File: src/hp_route_regs.vh
// Register offsets, field positions and reset values for the headphone route bank.
// Included by the bank and its storage array; definitions only.
`ifndef HP_ROUTE_REGS_VH
`define HP_ROUTE_REGS_VH

// ==========================================
// Register offsets
`define LEFT_COMMON_DRIVER_LEVEL_CTRL 8'h3a
`define LINE2_LEFT_TO_RIGHT_HP_VOL    8'h3b
`define AMP_LEFT_TO_RIGHT_HP_VOL      8'h3c
`define CONV_LEFT_TO_RIGHT_HP_VOL     8'h3d
`define LINE2_RIGHT_TO_RIGHT_HP_VOL   8'h3e
`define AMP_RIGHT_TO_RIGHT_HP_VOL     8'h3f
`define CONV_RIGHT_TO_RIGHT_HP_VOL    8'h40
`define RIGHT_HP_DRIVER_LEVEL_CTRL    8'h41

// ==========================================
// Level register fields
`define LVL_GAIN_HI    7
`define LVL_GAIN_LO    4
`define LVL_UNMUTE_BIT 3
`define LVL_HIZ_BIT    2
`define LVL_BUSY_BIT   1
`define LVL_POWER_BIT  0
`define LVL_RESET      8'h04
`define LVL_GAIN_MAX   4'h9

// ==========================================
// Source routing register fields
`define SRC_ROUTE_BIT 7
`define SRC_VOL_HI    6
`define SRC_VOL_LO    0
`define SRC_RESET     8'h00
`define SRC_COUNT     6

`endif

File: src/hp_output_route_bank.v
// Register bank for the left common-mode and right headphone output drivers.
// Assumes a byte-wide register port decoded by the serial control front end,
// one strobe per access on mclk, with address and data steady at that edge.
// Read data come back two edges after the read strobe and stand one cycle.
// The gain-pending flags come from the analog ramp logic and may change at
// any time, so they pass two flops here before anything reads them.
// Driver controls are levels for the analog side and hold until rewritten.
//
// Function
// - Each level field sits in bits 7..4 and codes 0..9 add that many dB of gain.
// - The powered-down drive bit gives weak common mode at 0, high impedance at 1, reset 1.
// - The read-only status bit reads 1 while programmed gains are pending, else 0.
// - The power bit fully powers the driver at 1 and resets to 0.
// - Six source registers route their source to the right driver via bit 7, reset 0.
// - Bits 6..0 of each source register hold a 7-bit volume, reset to zero.
// - The right driver has a level register identical in layout and reset to the left one.
`timescale 1ns/1ps
`include "hp_route_regs.vh"

module hp_output_route_bank
(
	input  wire        mclk,
	input  wire        rst_b,
	// Register port
	input  wire        reg_wr,
	input  wire        reg_rd,
	input  wire [7:0]  reg_addr,
	input  wire [7:0]  reg_wdata,
	output reg  [7:0]  reg_rdata,
	output reg         reg_hit,
	// Pending flags from the analog ramp logic, asynchronous
	input  wire        left_gain_pending,
	input  wire        right_gain_pending,
	// Left common-mode driver controls
	output reg  [3:0]  left_level_db,
	output reg         left_unmute,
	output reg         left_pd_hiz,
	output reg         left_power_up,
	// Right driver controls and source routing
	output reg  [3:0]  right_level_db,
	output reg         right_unmute,
	output reg         right_pd_hiz,
	output reg         right_power_up,
	output reg  [5:0]  right_route_en,
	output reg  [41:0] right_route_vol
);

	// ==========================================
	// Address decode helpers
	// Six source registers sit at consecutive offsets
	function is_source;
		input [7:0] a;
		begin
			is_source = (a >= `LINE2_LEFT_TO_RIGHT_HP_VOL) &&
			            (a <= `CONV_RIGHT_TO_RIGHT_HP_VOL);
		end
	endfunction

	// Index 0 is the first source register; only valid when is_source holds
	function [2:0] source_idx;
		input [7:0] a;
		reg [7:0] d;
		begin
			d = a - `LINE2_LEFT_TO_RIGHT_HP_VOL;
			source_idx = d[2:0];
		end
	endfunction

	// Level byte from stored fields with live status bit; the status bit
	// is never stored, it always shows the synchronised pending flag
	function [7:0] level_byte;
		input [6:0] held;
		input       busy;
		begin
			level_byte                            = 8'h00;
			level_byte[`LVL_GAIN_HI:`LVL_GAIN_LO] = held[6:3];
			level_byte[`LVL_UNMUTE_BIT]           = held[2];
			level_byte[`LVL_HIZ_BIT]              = held[1];
			level_byte[`LVL_BUSY_BIT]             = busy;
			level_byte[`LVL_POWER_BIT]            = held[0];
		end
	endfunction

	// Writable fields of a level byte, packed as {gain, unmute, hiz, power}
	function [6:0] held_fields;
		input [7:0] b;
		begin
			held_fields = {b[`LVL_GAIN_HI:`LVL_GAIN_LO],
			               b[`LVL_UNMUTE_BIT],
			               b[`LVL_HIZ_BIT],
			               b[`LVL_POWER_BIT]};
		end
	endfunction

	// ==========================================
	// Synchronised status (ramp logic may run off the analog clock)
	// Two flops per flag; nothing but the second flop is read, so a flag
	// seen mid-change can only shift the status by one edge, never split it.
	reg  [1:0]  left_busy_sync_reg;
	reg  [1:0]  right_busy_sync_reg;

	always @(posedge mclk or negedge rst_b)
	begin
		if (!rst_b)
		begin
			left_busy_sync_reg  <= 2'b00;
			right_busy_sync_reg <= 2'b00;
		end
		else
		begin
			left_busy_sync_reg  <= {left_busy_sync_reg[0], left_gain_pending};
			right_busy_sync_reg <= {right_busy_sync_reg[0], right_gain_pending};
		end
	end

	// Status as the register port sees it, two to three edges late
	wire left_busy  = left_busy_sync_reg[1];
	wire right_busy = right_busy_sync_reg[1];

	// ==========================================
	// Level registers: gain[6:3], unmute, hiz, power (status not stored)
	reg  [6:0]  left_lvl_reg;
	reg  [6:0]  right_lvl_reg;
	wire [6:0]  lvl_wr;

	// Reset pattern taken from the reset byte so both drivers agree
	localparam [7:0] lvl_rst_byte = `LVL_RESET;
	localparam [6:0] lvl_held_rst = {lvl_rst_byte[`LVL_GAIN_HI:`LVL_GAIN_LO],
	                                 lvl_rst_byte[`LVL_UNMUTE_BIT],
	                                 lvl_rst_byte[`LVL_HIZ_BIT],
	                                 lvl_rst_byte[`LVL_POWER_BIT]};

	// Status bit dropped on the way in, so a write can not fake a pending gain
	assign lvl_wr = held_fields(reg_wdata);

	// Left common-mode driver level register. Reserved level codes are
	// stored as written: keeping them out is the writer's duty, and a clamp
	// here would only hide the fault from software reading back.
	always @(posedge mclk or negedge rst_b)
	begin
		if (!rst_b)
			left_lvl_reg <= lvl_held_rst;
		else if (reg_wr && (reg_addr == `LEFT_COMMON_DRIVER_LEVEL_CTRL))
			left_lvl_reg <= lvl_wr;
	end

	// Right driver level register, same layout and reset as the left one
	always @(posedge mclk or negedge rst_b)
	begin
		if (!rst_b)
			right_lvl_reg <= lvl_held_rst;
		else if (reg_wr && (reg_addr == `RIGHT_HP_DRIVER_LEVEL_CTRL))
			right_lvl_reg <= lvl_wr;
	end

	// ==========================================
	// Source routing store
	wire [7:0]  src_rdata;
	wire [47:0] src_all;

	// Reads of other offsets use index 7, which the store answers with zero,
	// so its data can be merged without a second address compare.
	hp_source_store u_store
	(
		.mclk     (mclk),
		.rst_b    (rst_b),
		.wr_en    (reg_wr && is_source(reg_addr)),
		.wr_idx   (source_idx(reg_addr)),
		.wr_data  (reg_wdata),
		.rd_idx   (is_source(reg_addr) ? source_idx(reg_addr) : 3'd7),
		.rd_data  (src_rdata),
		.all_data (src_all)
	);

	// ==========================================
	// Read decode, delayed one edge to line up with the store's registered
	// data; the level bytes are assembled from live flops at that same edge,
	// so a read placed right after a write already returns the new value.
	reg         rd_src_reg;
	reg         rd_lvl_l_reg;
	reg         rd_lvl_r_reg;
	reg         rd_any_reg;

	always @(posedge mclk or negedge rst_b)
	begin
		if (!rst_b)
		begin
			rd_src_reg   <= 1'b0;
			rd_lvl_l_reg <= 1'b0;
			rd_lvl_r_reg <= 1'b0;
			rd_any_reg   <= 1'b0;
		end
		else
		begin
			rd_any_reg   <= reg_rd;
			rd_src_reg   <= reg_rd && is_source(reg_addr);
			rd_lvl_l_reg <= reg_rd && (reg_addr == `LEFT_COMMON_DRIVER_LEVEL_CTRL);
			rd_lvl_r_reg <= reg_rd && (reg_addr == `RIGHT_HP_DRIVER_LEVEL_CTRL);
		end
	end

	// ==========================================
	// Read data, registered one edge after the decode
	reg  [7:0]  rdata_next;
	integer     k;

	// Only one decode flag is set at a time; unmapped reads return zero
	always @*
	begin
		rdata_next = 8'h00;
		if (rd_src_reg)
			rdata_next = src_rdata;
		else if (rd_lvl_l_reg)
			rdata_next = level_byte(left_lvl_reg, left_busy);
		else if (rd_lvl_r_reg)
			rdata_next = level_byte(right_lvl_reg, right_busy);
	end

	// Read port flops; data and hit stand for exactly one cycle
	always @(posedge mclk or negedge rst_b)
	begin
		if (!rst_b)
		begin
			reg_rdata <= 8'h00;
			reg_hit   <= 1'b0;
		end
		else
		begin
			reg_rdata <= rdata_next;
			reg_hit   <= rd_any_reg && (rd_src_reg || rd_lvl_l_reg || rd_lvl_r_reg);
		end
	end

	// ==========================================
	// Driver control outputs
	// Each output is a flop copy of its register field, so the analog side
	// never sees a decode glitch; the price is one edge of delay after a
	// write, which is far below any audible settling time.

	// Left common-mode driver
	always @(posedge mclk or negedge rst_b)
	begin
		if (!rst_b)
		begin
			left_level_db <= lvl_held_rst[6:3];
			left_unmute   <= lvl_held_rst[2];
			left_pd_hiz   <= lvl_held_rst[1];
			left_power_up <= lvl_held_rst[0];
		end
		else
		begin
			left_level_db <= left_lvl_reg[6:3];
			left_unmute   <= left_lvl_reg[2];
			left_pd_hiz   <= left_lvl_reg[1];
			left_power_up <= left_lvl_reg[0];
		end
	end

	// Right driver; mirrors the left one field for field, so the two
	// channels of a stereo pair can not drift apart in behaviour
	always @(posedge mclk or negedge rst_b)
	begin
		if (!rst_b)
		begin
			right_level_db <= lvl_held_rst[6:3];
			right_unmute   <= lvl_held_rst[2];
			right_pd_hiz   <= lvl_held_rst[1];
			right_power_up <= lvl_held_rst[0];
		end
		else
		begin
			right_level_db <= right_lvl_reg[6:3];
			right_unmute   <= right_lvl_reg[2];
			right_pd_hiz   <= right_lvl_reg[1];
			right_power_up <= right_lvl_reg[0];
		end
	end

	// ==========================================
	// Source routing outputs
	// Enables and volumes go out as separate buses for the analog mixer.
	// The volume code is passed on untouched; its gain table lives with
	// the analog path, so no decoding happens here.
	always @(posedge mclk or negedge rst_b)
	begin
		if (!rst_b)
		begin
			right_route_en  <= 6'h00;
			right_route_vol <= 42'h0;
		end
		else
		begin
			for (k = 0; k < `SRC_COUNT; k = k + 1)
			begin
				right_route_en[k]         <= src_all[8*k + `SRC_ROUTE_BIT];
				right_route_vol[7*k +: 7] <= src_all[8*k + `SRC_VOL_LO +: 7];
			end
		end
	end

endmodule // hp_output_route_bank

File: src/hp_source_store.v
// Six-entry store of source routing and volume bytes for the right driver.
// Assumes one write port and one read port on mclk; read data registered.
`timescale 1ns/1ps
`include "hp_route_regs.vh"

module hp_source_store
(
	input  wire       mclk,
	input  wire       rst_b,
	input  wire       wr_en,
	input  wire [2:0] wr_idx,
	input  wire [7:0] wr_data,
	input  wire [2:0] rd_idx,
	output reg  [7:0] rd_data,
	output wire [47:0] all_data
);

	reg [7:0] mem_reg [0:`SRC_COUNT-1];
	integer i;

	// ==========================================
	// Storage, reset to all zero
	always @(posedge mclk or negedge rst_b)
	begin
		if (!rst_b)
		begin
			for (i = 0; i < `SRC_COUNT; i = i + 1)
				mem_reg[i] <= `SRC_RESET;
			rd_data <= 8'h00;
		end
		else
		begin
			if (wr_en)
				mem_reg[wr_idx] <= wr_data;
			// Index beyond the table reads as zero
			rd_data <= (rd_idx < `SRC_COUNT) ? mem_reg[rd_idx] : 8'h00;
		end
	end

	// Flat view feeds the analog routing controls
	assign all_data = {mem_reg[5], mem_reg[4], mem_reg[3],
	                   mem_reg[2], mem_reg[1], mem_reg[0]};

endmodule // hp_source_store

File: config.mk
export PLATFORM = sky130hd
export DESIGN_NAME = hp_output_route_bank
export DESIGN_NICKNAME = d
export VERILOG_FILES = /design/src/hp_output_route_bank.v /design/src/hp_source_store.v
export VERILOG_INCLUDE_DIRS = /design/src
export SDC_FILE = /design/constraint.sdc
export NUM_CORES = 1
export LEC_CHECK = 0
export BUFFER_PORTS_ARGS = -buffer_cell sky130_fd_sc_hd__buf_4
export CORE_ASPECT_RATIO = 0.7
export CORE_MARGIN = 3
export CORE_UTILIZATION = 29
export DETAILED_ROUTE_END_ITERATION = 7
export SLEW_MARGIN = 20
export SYNTH_ARGS = -nofsm -noshare
export SYNTH_HDL_FRONTEND = slang
export SYNTH_HIERARCHICAL = 1
export SYNTH_SLANG_ARGS = --single-unit
File: constraint.sdc
create_clock -name mclk -period 1 [get_ports mclk]
set_input_delay 0.15 -clock mclk [delete_from_list [all_inputs] [get_ports mclk]]
set_output_delay 0.15 -clock mclk [all_outputs]
set_load 0.1 [all_outputs]
==> impl_results.md <==
- Ports: 93
- Overflow left after global routing: 0
- Largest net degree at the start of global routing: 47
- Global-route wire length before repair: 21.2 mm
- Die height: 120 um
- Final #Nets: 517
- Pwr Total: 14.6 mW
- P_leak: 4.02 nW
- R2r worst-path depth: 4
- Total number of vias: 3,343
- Final ANT Viol Nets: 0
- Fin area: 8420 um2
- Sw frac: 27.0%
- Share of the synthesized area in the top cell type: 67.9%
- Multi-input gate area: 1810 um2
- RePlAce Congestion: 0.803
- Critical Path Start: reg_addr[7]
- I/O Buffers: 92
- Reg2Reg Launch Point: rd_lvl_l_reg
- Internal power: 10.7 mW
- Initial antenna violation count: 0
- Syn_area_per_cell: 16.5 um2
- Max-Cap Viols: 0
- Hold_ws: 0.0435 ns
- Seq pwr share: 44.5%
- Commonest cells post-synth: dfrtp_1 (145), mux2_2 (62), mux2i_1 (24), o21ai_0 (16), nand2_1 (10)
- Final setup viols: 139
- 1st-iter DRT viols: 182
- Endpoint of the worst-slack reg-to-reg timing path: reg_rdata[0]
- DP Area: 6960 um2
- CTS tree: done
- H-tree depth: 4
- Sw Pwr: 3.94 mW
- Clock tree buffer depth: 2
- FF-to-FF setup slack: -0.05 ns
- Critical path type: in2reg
- Min Tclk post-route: 1.58 ns
- Final wirelength: 13.6 mm
- Status: complete, but fails checks
- Post-synth EDFFs: 0
- Worst-Skew Late Latency: 0.42 ns
- Vias in the first global route: 3,639
- Max reg flops: 48
- Slew Viols, Final: 0
- Core area: 17,600 um2
- Layout cells sized above 1: 70.8%
- Crit-path max FO: 5
- Synth area leaders: dfrtp_1 (68%), mux2_2 (13%), mux2i_1 (4.5%)
- Sequential fraction of the synthesis area: 69.8%
- Worst relative slew slack: 76.6%
- Logic pwr share: 13.7%
- Maximum VDD drop: 806 uV
- Clock Power Share: 41.8%
- Main synth FF type: dfrtp_1
- Register area: 3820 um2
- Clock-pin slew on the worst setup and hold paths: 0.06 ns
- Layout Area Growth over Synthesis: 57.5%
- CP endpoint: u_store/all_data[14]
- Startpoint type of the worst setup path: input pin
- Gr usage total: 13.9%
- Leading area contributor after synthesis: dfrtp_1
- Wire per inst: 18.5 um
- Maximum clock rate: 633 MHz
- FFs w/ async S/R, synth: 100%
- Filler cell count: 1,520
- Vias per inst: 4.55
- Pwr per Cell Area: 1740 nW/um2
- Overall die width: 168 um
- CTS Buf Count: 17
- Die Area: 20,100 um2
- Final worst path period share: 158%
- Clock Skews: 0.00949 ns
- Worst EP required: 1.29 ns
- FP Rows: 40
- Failing checks: negative setup slack
- Measured slew at the worst slew-check pin: 0.351 ns
- Pre-antenna DRT Iters: 4
- # DRC: 0
- Critical Path End Type: register
- Initial core utilization: 30.4%
- CTS root buffer: clkbuf_16
- Final setup margin: -0.580 ns
- Mapped Cells: 324
- Mapped Nets: 350
- Clock Sinks: 149
- Unrepaired setup endpoints after global routing: yes
- DP HPWL: 9.43 mm
- Mapped Area: 5350 um2
- WHS Path Cells: 2
- Count leader, synth: dfrtp_1
- Yosys reg bits: 149
- Number of hold violations in the final report: 0
- HP Class: in2reg
- N_diodes: 0
- Total of warnings raised by yosys: 6
- Library cells used by synthesis: 35
- Crit path DAT: 1.87 ns
[what timing repair did]
action / 4_1_cts / 5_1_grt
cloned: 2 / 0
gates resized for setup: 140 / 57
endpoints found under the hold margin: 152 / 0
hold buffers: 4 / 0
setup endpoints to repair: 145 / 147
setup buffers: 7 / 3
pin swaps: 22 / 20
[metal layers]
metal / global-route usage [%] / part of all wire [%] / wire (um)
met1: 21.2 / 52 / 7100
met2: 19.2 / 42 / 5770
met3: 4.38 / 4.6 / 630
met4: 3.32 / 0.55 / 74
met5: 0 / 0 / 0
[area by class of cell]
| type | count | area share [%] |
|---|---|---|
| sequential | 149 | 45.4 |
| timing repair buffer | 161 | 22.9 |
| multi-input combinational | 160 | 21.5 |
| clock buffer | 21 | 5.23 |
| tap | 231 | 3.43 |
| clock inverter | 11 | 1.51 |
| inverter | 2 | 0.119 |
[layout by cell type (no fill, tap or decap), drive strengths merged, types with 2 or more instances in the layout]
cell / count
nand4: 2
nand2: 10
nor4b: 2
clkinvlp: 3
a21boi: 2
inv: 3
buf: 157
o21ai: 16
o32a: 8
nor2b: 2
nor4bb: 2
bufinv: 2
clkbuf: 21
nand4b: 2
mux2: 62
clkinv: 5
dlygate4sd3: 4
nand2b: 2
a21o: 3
a22oi: 7
mux2i: 24
ha: 4
dfstp: 4
dfrtp: 145
[worst min path at each step]
| stage | startpoint | endpoint | slack (ns) |
|---|---|---|---|
| floorplan | rst_b | left_busy_sync_reg[0] | -0.15 |
| global placement | rst_b | left_lvl_reg[0] | 0.03 |
| detailed placement | rst_b | left_lvl_reg[0] | 0.04 |
| CTS | reg_wdata[1] | u_store/all_data[33] | 0.03 |
| global route | reg_wdata[1] | u_store/all_data[33] | 0.03 |
| finish | reg_wdata[1] | u_store/all_data[33] | 0.04 |
[power by group through the flow]
stage	registers [mW]	logic [mW]	clock network, mW
after floorplan	7.39	0.258	0
after global placement	6.55	1.76	0
after detailed placement	6.56	1.78	0
after CTS	6.49	1.95	6.26
after global routing	6.54	2.09	6.55
final	6.51	2.01	6.11
[critical path, stage by stage]
cell,delay (ns)
buf_6,0.10
and4bb_2,0.33
o211ai_1,0.14
buf_4,0.17
a21boi_4,0.17
nor4bb_4,0.31
buf_4,0.22
mux2_4,0.30
[stage by stage]
stage               std cells  setup TNS (ns)  util, %  setup slack, ns
floorplan                 324          -41.94        -           -0.841
global placement          690          -57.51     39.5            -1.04
detailed placement        690          -62.08     39.5            -1.11
CTS                       734          -40.57     46.4           -0.552
global route              735          -47.62     47.8           -0.672
finish                    735          -40.22     47.8           -0.580
[logic make-up (layout without fill, tap and decap cells)]
group / after synthesis / after routing / synth area share, %
fa+ha+maj: 4 / 4 / 0.936
flops: 149 / 149 / 69.8
compound gates: 39 / 39 / 5.08
xor+xnor: 1 / 1 / 0.164
mux: 86 / 86 / 17.5
simple gates: 30 / 30 / 4.96
buf+inv: 15 / 195 / 1.50
(Power assumes the default switching activity.)
